## src/shared/ssa_pkg.sv

```systemverilog
// Constants, register map and carrier types of the safety stop arbiter.
// Assumes a 25 MHz system clock and an APB register port with 32-bit data.
package ssa_pkg;

    localparam int unsigned SYS_CLK_HZ = 25000000;

    // The SS1 monitoring deceleration time defaults to 1000 ms.
    localparam int unsigned SS1_TIME_MS_DEF = 1000;
    localparam int unsigned CYC_PER_MS = SYS_CLK_HZ / 1000;
    localparam logic [31:0] SS1_TIME_CYC_DEF = 32'(SS1_TIME_MS_DEF * CYC_PER_MS);

    // Register byte addresses.
    localparam logic [7:0] REG_CTRL = 8'h00;
    localparam logic [7:0] REG_SS1TIME = 8'h04;
    localparam logic [7:0] REG_ALARM = 8'h08;
    localparam logic [7:0] REG_STATUS = 8'h0c;
    localparam logic [7:0] REG_INPUTS = 8'h10;

    // Control register fields.
    localparam int CTRL_MODE_BIT = 0;
    localparam int CTRL_BIGAMP_BIT = 1;
    localparam int CTRL_HASDB_BIT = 2;
    localparam int CTRL_ENA_LSB = 8;
    localparam logic [31:0] CTRL_RST = 32'h0000_0004;

    // Alarm register fields: stop method in [2:0], serious flag, cause still present.
    localparam int FAULT_METHOD_LSB = 0;
    localparam int FAULT_SERIOUS_BIT = 3;
    localparam int FAULT_RAISE_BIT = 4;
    localparam int FAULT_RESET_BIT = 5;

    // Stop methods on an internal alarm.
    typedef enum logic [2:0] {
        STOP_NONE = 3'h0,
        STOP_DYN = 3'h1,
        STOP_ELEC = 3'h2,
        STOP_DECEL = 3'h3,
        STOP_STO_DYN = 3'h4,
        STOP_SS1_ELEC = 3'h5,
        STOP_SS1_DECEL = 3'h6
    } ssa_stop_t;

    typedef enum logic [3:0] {
        ST_RUN = 4'b0001,
        ST_SS1 = 4'b0010,
        ST_STO = 4'b0100,
        ST_DRIVE_STOP = 4'b1000
    } ssa_state_t;

    // Active-low safety commands: low means the function is requested.
    typedef struct packed {
        logic stoRequest;
        logic ss1Request;
        logic ss2Request;
        logic [3:0] speedLimitRequest;
    } ssa_cmd_t;

    // Function state outputs, high while the function is active.
    typedef struct packed {
        logic ssm;
        logic sbc;
        logic sto;
        logic sos;
        logic ss1;
        logic ss2;
        logic sls;
    } ssa_monitor_t;

    // Stop actions toward the power stage.
    typedef struct packed {
        logic dynamicBrake;
        logic electronicBrake;
        logic forcedDecel;
        logic coast;
    } ssa_brake_t;

endpackage

```

## src/logic/ssa_safety_stop_arbiter.sv

```systemverilog
// Stop arbitration and alarm handling of the drive safety monitor.
// Assumes raw active-low command pins and active-high input devices, speed observation results
// from elsewhere on the same clock, and an APB master for configuration and alarms.
`timescale 1ns/1ns

// Functional notes
// - Any active trigger starts and holds function.
// - One SS1 timer, started by earliest trigger.
// - SS1 continues on SS1 stop alarm after command withdrawn.
// - SS1 request during STO does nothing.
// - STO release keeps SS1 caused torque off.
// - STO request aborts SS1, enters STO.
// - STO brake stop uses STO plus brake.
// - SS1 electronic brake stop by rating.
// - SS1 forced decel stop decelerates.
// - Dynamic brake stop, coast without brake.
// - Alarm torque off latched until reset.
// - Serious error stops SLS and SSM.
// - Stopped observation drives outputs off.
// - Alarm clears only after cause removed.
// - Input mode reset needs enabled inputs on.
// - Unassigned input pins ignored by reset.
// - Controller reset needs all commands on.
// - Status output for each safety function.
module ssa_safety_stop_arbiter
    import ssa_pkg::*;
(
    input wire logic sys_clk, // System clock, 25 MHz.
    input wire logic reset_n, // Synchronous reset, active low.
    input wire logic [7:0] paddr, // APB address.
    input wire logic psel, // APB select.
    input wire logic penable, // APB enable.
    input wire logic pwrite, // APB direction.
    input wire logic [31:0] pwdata, // APB write data.
    input wire logic [3:0] pstrb, // APB byte strobes.
    output logic [31:0] prdata, // APB read data.
    output logic pready, // APB ready.
    output logic pslverr, // APB error on unmapped address.
    input wire ssa_cmd_t cmdPins, // Active-low commands from the controller.
    input wire logic [5:0] inputDevice, // Input device pins, high when on.
    input wire logic slsSpeedOk, // SLS observation reports speed in limit.
    input wire logic ssmSpeedOk, // SSM observation reports speed in range.
    input wire logic standstill, // Motor has reached standstill.
    output ssa_monitor_t stateMonitor, // Function status signals.
    output ssa_brake_t brakeCmd, // Stop action toward the power stage.
    output logic torqueEnable, // Power stage may produce torque.
    output logic malfunction_flag, // High with no alarm, low on alarm.
    output logic torque_off_output, // Low while torque is shut off.
    output logic [5:0] outputDevice // Output devices, forced off on serious error.
);

    ssa_cmd_t cmdS1, cmdS2, cmdS3;
    logic [5:0] devS1, devS2, devS3;
    ssa_cmd_t cmd;
    logic [5:0] dev;
    logic [31:0] ctrl;
    logic [31:0] ss1TimeCyc;
    logic [31:0] ss1Count;
    ssa_stop_t alarmMethod;
    logic alarmActive, alarmSerious, alarmCause;
    ssa_state_t state, next_state;
    logic stoLatched;
    logic resetReq;
    logic apbWrite, apbAccess;

    // Three-stage synchronisers; a change is taken once stages two and three agree.
    always_ff @(posedge sys_clk) begin
        if (!reset_n) begin
            cmdS1 <= '1;
            cmdS2 <= '1;
            cmdS3 <= '1;
            devS1 <= 6'h00;
            devS2 <= 6'h00;
            devS3 <= 6'h00;
        end else begin
            cmdS1 <= cmdPins;
            cmdS2 <= cmdS1;
            cmdS3 <= cmdS2;
            devS1 <= inputDevice;
            devS2 <= devS1;
            devS3 <= devS2;
        end
    end

    always_ff @(posedge sys_clk) begin
        if (!reset_n) begin
            cmd <= '1;
            dev <= 6'h00;
        end else begin
            for (int i = 0; i < $bits(cmd); i++) begin
                if (cmdS2[i] == cmdS3[i]) begin
                    cmd[i] <= cmdS3[i];
                end
            end
            for (int i = 0; i < 6; i++) begin
                if (devS2[i] == devS3[i]) begin
                    dev[i] <= devS3[i];
                end
            end
        end
    end

    // Requests are active low, so a low command means the function is wanted.
    logic stoWanted, ss1Cmd, ss1ByAlarm, ss1Wanted, stoByAlarm;
    logic [5:0] enabledInputs;
    logic allOn;
    assign stoWanted = !cmd.stoRequest || stoByAlarm;
    assign ss1Cmd = !cmd.ss1Request;
    assign ss1ByAlarm = alarmActive &&
        (alarmMethod == STOP_SS1_ELEC || alarmMethod == STOP_SS1_DECEL);
    assign stoByAlarm = alarmActive && alarmMethod == STOP_STO_DYN;
    assign ss1Wanted = ss1Cmd || ss1ByAlarm;
    assign enabledInputs = ctrl[CTRL_ENA_LSB +: 6];
    // Unassigned pins are masked out of the reset check.
    assign allOn = ctrl[CTRL_MODE_BIT] ? (&cmd)
        : ((dev & enabledInputs) == enabledInputs);

    // APB slave, zero wait states.
    assign apbAccess = psel && penable;
    assign apbWrite = apbAccess && pwrite;
    assign resetReq = apbWrite && paddr == REG_ALARM && pstrb[0] && pwdata[FAULT_RESET_BIT];

    always_ff @(posedge sys_clk) begin
        if (!reset_n) begin
            ctrl <= CTRL_RST;
            ss1TimeCyc <= SS1_TIME_CYC_DEF;
        end else if (apbWrite) begin
            for (int b = 0; b < 4; b++) begin
                if (pstrb[b] && paddr == REG_CTRL) begin
                    ctrl[b*8 +: 8] <= pwdata[b*8 +: 8];
                end
                if (pstrb[b] && paddr == REG_SS1TIME) begin
                    ss1TimeCyc[b*8 +: 8] <= pwdata[b*8 +: 8];
                end
            end
        end
    end

    // Alarm record: raised by software writes to the alarm register, cleared by an alarm reset.
    always_ff @(posedge sys_clk) begin
        if (!reset_n) begin
            alarmActive <= 1'b0;
            alarmSerious <= 1'b0;
            alarmCause <= 1'b0;
            alarmMethod <= STOP_NONE;
        end else if (apbWrite && paddr == REG_ALARM && pstrb[0] && pwdata[FAULT_RAISE_BIT]) begin
            // Raising wins over a reset in the same write.
            alarmActive <= 1'b1;
            alarmCause <= 1'b1;
            alarmSerious <= pwdata[FAULT_SERIOUS_BIT];
            alarmMethod <= ssa_stop_t'(pwdata[FAULT_METHOD_LSB +: 3]);
        end else if (apbWrite && paddr == REG_ALARM && pstrb[0] && !pwdata[FAULT_RAISE_BIT]
                && !resetReq) begin
            alarmCause <= 1'b0;
        end else if (resetReq && !alarmCause && allOn) begin
            // The cause must already be cleared before a reset is honoured.
            alarmActive <= 1'b0;
            alarmSerious <= 1'b0;
            alarmMethod <= STOP_NONE;
        end
    end

    // Torque off in STO while an alarm or an SS1 command is present, as after a finished SS1, stays latched.
    always_ff @(posedge sys_clk) begin
        if (!reset_n) begin
            stoLatched <= 1'b0;
        end else if (state == ST_STO && (alarmActive || ss1Cmd)) begin
            stoLatched <= 1'b1;
        end else if (!alarmActive && !ss1Cmd && !stoWanted && (resetReq ? allOn : !alarmCause)) begin
            stoLatched <= 1'b0;
        end
    end

    always_comb begin
        next_state = state;
        unique case (state)
            ST_RUN: begin
                if (stoWanted) begin
                    next_state = ST_STO;
                end else if (ss1Wanted) begin
                    next_state = ST_SS1;
                end else if (alarmActive) begin
                    next_state = ST_DRIVE_STOP;
                end
            end
            ST_SS1: begin
                if (stoWanted) begin
                    next_state = ST_STO;
                end else if (ss1Count == 32'h0 || standstill) begin
                    next_state = ST_STO;
                end else if (!ss1Wanted) begin
                    next_state = ST_RUN;
                end
            end
            ST_STO: begin
                // An SS1 request arriving here neither decelerates nor counts.
                if (!stoWanted && !ss1Wanted && !stoLatched && !alarmActive) begin
                    next_state = ST_RUN;
                end
            end
            ST_DRIVE_STOP: begin
                if (stoWanted || ss1Wanted) begin
                    next_state = ST_STO;
                end else if (!alarmActive) begin
                    next_state = ST_RUN;
                end
            end
            default: begin
                next_state = ST_STO;
            end
        endcase
    end

    always_ff @(posedge sys_clk) begin
        if (!reset_n) begin
            state <= ST_RUN;
        end else begin
            state <= next_state;
        end
    end

    // One timer, loaded only when SS1 is entered, so later triggers do not restart it.
    always_ff @(posedge sys_clk) begin
        if (!reset_n) begin
            ss1Count <= 32'h0;
        end else if (state != ST_SS1 && next_state == ST_SS1) begin
            ss1Count <= ss1TimeCyc;
        end else if (state == ST_SS1 && ss1Count != 32'h0) begin
            ss1Count <= ss1Count - 32'h1;
        end
    end

    // Outputs, all registered.
    always_ff @(posedge sys_clk) begin
        if (!reset_n) begin
            torqueEnable <= 1'b0;
            torque_off_output <= 1'b0;
            malfunction_flag <= 1'b1;
            brakeCmd <= '0;
            stateMonitor <= '0;
            outputDevice <= 6'h00;
        end else begin
            torqueEnable <= next_state == ST_RUN || next_state == ST_SS1;
            torque_off_output <= next_state == ST_RUN || next_state == ST_SS1;
            malfunction_flag <= !alarmActive;
            brakeCmd.forcedDecel <= next_state == ST_SS1 &&
                (ss1Cmd || alarmMethod == STOP_SS1_DECEL) ||
                (next_state == ST_DRIVE_STOP && alarmMethod == STOP_DECEL);
            brakeCmd.electronicBrake <= !ctrl[CTRL_BIGAMP_BIT] && next_state != ST_RUN &&
                !(next_state == ST_SS1 && ss1Cmd) && (alarmMethod == STOP_SS1_ELEC ||
                alarmMethod == STOP_ELEC);
            brakeCmd.dynamicBrake <= ctrl[CTRL_HASDB_BIT] && (next_state == ST_STO ||
                (next_state == ST_DRIVE_STOP && (alarmMethod == STOP_DYN ||
                (alarmMethod == STOP_ELEC && ctrl[CTRL_BIGAMP_BIT]))));
            brakeCmd.coast <= !ctrl[CTRL_HASDB_BIT] && (next_state == ST_STO ||
                next_state == ST_DRIVE_STOP);
            stateMonitor.sto <= next_state == ST_STO;
            stateMonitor.ss1 <= next_state == ST_SS1;
            stateMonitor.ss2 <= !cmd.ss2Request;
            stateMonitor.sos <= !cmd.ss2Request && standstill;
            stateMonitor.sbc <= next_state == ST_STO;
            // A serious error stops SLS and SSM observation and forces outputs off.
            stateMonitor.sls <= !alarmSerious && !(&cmd.speedLimitRequest) && slsSpeedOk;
            stateMonitor.ssm <= !alarmSerious && ssmSpeedOk;
            outputDevice <= alarmSerious ? 6'h00 : {ssmSpeedOk, slsSpeedOk,
                next_state == ST_STO, next_state == ST_SS1, standstill,
                !cmd.ss2Request};
        end
    end

    always_ff @(posedge sys_clk) begin
        if (!reset_n) begin
            prdata <= 32'h0;
            pready <= 1'b0;
            pslverr <= 1'b0;
        end else begin
            pready <= psel && !penable;
            pslverr <= psel && !penable && paddr != REG_CTRL && paddr != REG_SS1TIME &&
                paddr != REG_ALARM && paddr != REG_STATUS && paddr != REG_INPUTS;
            unique case (paddr)
                REG_CTRL: prdata <= ctrl;
                REG_SS1TIME: prdata <= ss1TimeCyc;
                REG_ALARM: prdata <= {26'h0, 1'b0, alarmCause, alarmSerious, alarmMethod};
                REG_STATUS: prdata <= {20'h0, state, 1'b0, stateMonitor};
                REG_INPUTS: prdata <= {19'h0, cmd, dev};
                default: prdata <= 32'h0;
            endcase
        end
    end

endmodule

```

## config.mk

```make
export PLATFORM = sky130hd
export DESIGN_NAME = ssa_safety_stop_arbiter
export DESIGN_NICKNAME = d
export VERILOG_FILES = /design/src/shared/ssa_pkg.sv /design/src/logic/ssa_safety_stop_arbiter.sv
export SDC_FILE = /design/constraint.sdc
export NUM_CORES = 1
export LEC_CHECK = 0
export BUFFER_PORTS_ARGS = -buffer_cell sky130_fd_sc_hd__buf_2
export CAP_MARGIN = 20
export CORE_AREA = 2 2 147 149
export CTS_CLUSTER_DIAMETER = 200
export DETAILED_ROUTE_END_ITERATION = 12
export DIE_AREA = 0 0 149 151
export SETUP_SLACK_MARGIN = 0.05
export SYNTH_ARGS = -nofsm -noshare
export SYNTH_HDL_FRONTEND = slang
export SYNTH_SLANG_ARGS = --single-unit
```

## constraint.sdc

```tcl
create_clock -name sys_clk -period 3.6 [get_ports sys_clk]
set_input_delay 0.18 -clock sys_clk [delete_from_list [all_inputs] [get_ports sys_clk]]
set_output_delay 0.18 -clock sys_clk [all_outputs]
set_load 0.1 [all_outputs]
```

==> metrics.md <==
| Metric | Value |
|---|---|
| WL/cell | around 17 µm |
| Clock Latency Late Sink | 500 ps |
| Initial core utilization | 0.3948 |
| Combinational power share | 0.065 |
| Max VDD drop | 0.0003093 V |
| Max Fclk | 335.2 MHz |
| H-tree lvl count | 1 |
| Top routing layer in use | met4 |
| CTS clk-pin slew, worst paths | roughly 60 ps |
| Mean area per synthesized cell | 9.364 µm² |
| Worst-Margin Slew | between 800 and 900 ps |
| I/O Pins | 119 |
| Startpoint Class | flop |
| Compound-Gate Fraction of Synth Area | 0.1377 |
| Maxcap violations | 0 |
| Combinational family with the most area after synthesis | simple AND/OR/NAND/NOR gates |
| RSZ-0062 raised after global routing | false |
| Die Area | roughly 22000 µm² |
| Core footprint | 20820 µm² |
| Chip height | 151 µm |
| Gr usage total | 0.2031 |
| Final TNS setup | 0 ps |
| Final cycle utilization of the critical path | 0.8288 |
| Crit-path max FO | 12 |
| Routed WL | 22.86 mm |
| Pwr dens | 504.6 nW/µm² |
| Hold Vio Cnt, Final | 0 |
| Most common cell after layout, fill and taps aside | dfxtp_1 |
| CP required | around 4000 ps |
| Run status | finished clean |
| FFs w/ async S/R, synth | 0 |
| Initial antenna violation count | 1 |
| CP arrival | between 3000 and 4000 ps |
| Most used flip-flop cell after synthesis | dfxtp_1 |
| Gr ovfl total | 0 |
| Simple-gate portion of the synthesized area | 0.2068 |
| Inst Count DP | around 1200 |
| Routed wl met2 | 10.23 mm |
| Tmin final | just under 3000 ps |
| HPWL after detailed placement | between 15 and 20 mm |
| Final nets | 1094 |
| Final setup violation count | 0 |
| Multi-input gate area | 3680 µm² |
| # fillers | between 1500 and 2000 |
| Slew margin rel. | 0.4454 |
| Switch Pwr | 1.178 mW |
| Routed length on met3 | about 1.3 mm |
| Clock network fraction of total power | 0.477 |
| Gate Count Post-Synth | approximately 880 |
| Rows | 53 |
| Final ANT Viol Nets | 0 |
| CTS tree | done |
| I/O Buffers | 118 |
| Sink Count | 211 |
| Critical path type | reg -> reg |
| CTS buffer count | 22 |
| Largest net degree at the start of global routing | 51 |
| Crit. End Element | flop |
| Layout cells sized above 1 | 0.1877 |
| Pleak | 3.945 nW |
| Synth Register Bits | 211 |
| Number of synthesized flops with an enable pin | 0 |
| Synth top area share | 0.5138 |
| First-pass GRT wire length | 36.52 mm |
| 1st-iter DRT viols | 600 |
| Internal power | 4.044 mW |
| CTS Root Cell | clkbuf_16 |
| Synthesized area | 8222 µm² |
| Post-CTS Repair Setup Buffers | 0 |
| Cts hold-fix bufs | 50 |
| Synthesis-to-layout area growth | 25.89% |
| Vias/cell | 5.363 |
| Sequential area share after synthesis | 0.5138 |
| Post-synthesis adder-cell area fraction | 0.002739 |
| Largest area contributor in the netlist | dfxtp_1 |
| Syn_nets | 944 |
| Reg power frac | 0.457 |
| CTS resizes | 0 |
| Clock Skews | 8.280 ps |
| Number of global-route vias before repair | 6838 |
| Ys Warns | 0 |
| Commonest cells after routing, fill and taps aside | dfxtp_1 (211), buf_2 (118), nor2_1 (108), mux2i_1 (66), dlygate4sd3_1 (50) |
| Top cells by area, synth | dfxtp_1 (51%), mux2i_1 (8.0%), nor2_1 (4.9%), a22oi_1 (3.6%), a21oi_1 (2.8%) |
| Drt first pass iters | 6 |
| Multiplexer share of the synthesized area | 0.08035 |
| Non-filler instance count after layout | 1319 |
| Switching share of power | 0.2256 |
| Ant. Diodes | 0 |
| Hold Crit Class | in -> reg |
| DRT met1 WL | 10.76 mm |
| Drt drc | 0 |
| Clock tree buffer depth | 3 |
| Hold slack | 50.70 ps |
| FF+latch area | around 4200 µm² |
| Placer Congestion | a little over 0.9 |
| Vias | 7074 |
| Final-report max-slew violation count | 0 |
| DIE WIDTH | 149 µm |
| Synth cell types | 58 |
| Post-Synth XOR/XNOR Area | 0.01811 |
-- layer usage --
metal / track usage / vias to the layer above
met2: 0.3180 / 213
met1: 0.2882 / 3388
li1: - / 3433
met3: 0.03042 / 40
met5: 0 / -
met4: 0.06571 / 0
-- per-stage QoR --
step	cell area, µm²	total power, mW	utilization	setup WS, ps
6_report	10350	5.222	0.4971	616.5
5_1_grt	10350	5.399	0.4971	498.7
4_1_cts	10350	5.277	0.4971	647.3
3_5_place_dp	9037	2.738	0.4340	670.5
3_3_place_gp	9037	2.737	0.4340	698.5
2_1_floorplan	8222	2.647	-	1018
-- cells in the mapped netlist, types with 3 or more instances --
| cell | count |
|---|---|
| a211oi_1 | 6 |
| a21oi_1 | 46 |
| a222oi_1 | 3 |
| a22oi_1 | 39 |
| a2bb2oi_1 | 3 |
| a31oi_1 | 14 |
| a32o_1 | 5 |
| and2_1 | 27 |
| and3_1 | 20 |
| buf_6 | 3 |
| clkbuf_1 | 53 |
| dfxtp_1 | 211 |
| inv_1 | 13 |
| mux2i_1 | 66 |
| nand2_1 | 49 |
| nand2b_1 | 25 |
| nand3_1 | 16 |
| nand4_1 | 15 |
| nand4b_1 | 3 |
| nor2_1 | 108 |
| nor3_1 | 21 |
| nor3b_1 | 4 |
| nor4_1 | 13 |
| o211ai_1 | 6 |
| o21ai_0 | 36 |
| o311ai_0 | 3 |
| or2_2 | 5 |
| or3_1 | 9 |
| xnor2_1 | 9 |
| xor2_1 | 8 |
-- kinds of logic after synthesis --
kind of cell | after synthesis
multiplexers | 66
buffers and inverters | 75
AO/OA/AOI/OAI | 175
flip-flops | 211
XOR/XNOR | 17
AND/OR/NAND/NOR | 332
adder cells (fa/ha/maj) | 2
-- critical path: stages (launching register included) --
cell      delay (ps)
dfxtp_1          440
or4b_2           870
nor4_1           600
o41ai_1          310
or2_2            390
o211ai_1         160
a21oi_1           90
-- registers in the layout, indices dropped and copies added, names as in the netlist, 3 cells and up --
name and cells:
outputDevice 6, devS2 6, devS1 6, devS3 6, cmdS3 7, cmdS2 7, brakeCmd 4, alarmMethod 3
prdata 32, ss1TimeCyc 32, ctrl 32, dev 6, cmdS1 7, state 4, cmd 7, ss1Count 32
stateMonitor 6
-- power groups by stage --
stage               Sequential, mW  Combinational (mW)  Clock [mW]
detailed placement            2.44               0.298           0
floorplan                     2.50               0.146           0
finish                        2.39               0.340        2.49
global placement              2.44               0.298           0
CTS                           2.39               0.340        2.55
global route                  2.39               0.365        2.64
-- path summary, 6_finish.rpt --
kind | cells past startpoint | slack [ps] | start | to
worst min-delay path | 2 | 50 | reset_n | ss1TimeCyc[11]$_SDFFE_PN1P_
worst max register to register | 6 | 620 | state[0]$_SDFF_PN1_ | ss1Count[15]$_SDFFE_PN0P_
worst min register to register | 1 | 410 | cmdS1[2]$_SDFF_PN1_ | cmdS2[2]$_SDFF_PN1_
worst max-delay path | 6 | 620 | state[0]$_SDFF_PN1_ | ss1Count[15]$_SDFFE_PN0P_
-- cell type report --
class / instances / area share
inverter: 13 / 0.004715
sequential: 211 / 0.4081
tap: 275 / 0.03324
clock buffer: 31 / 0.06335
multi-input combinational: 592 / 0.3555
clock inverter: 9 / 0.01511
timing repair buffer: 188 / 0.1199
No activity file was read; power rests on OpenSTA's default activity.
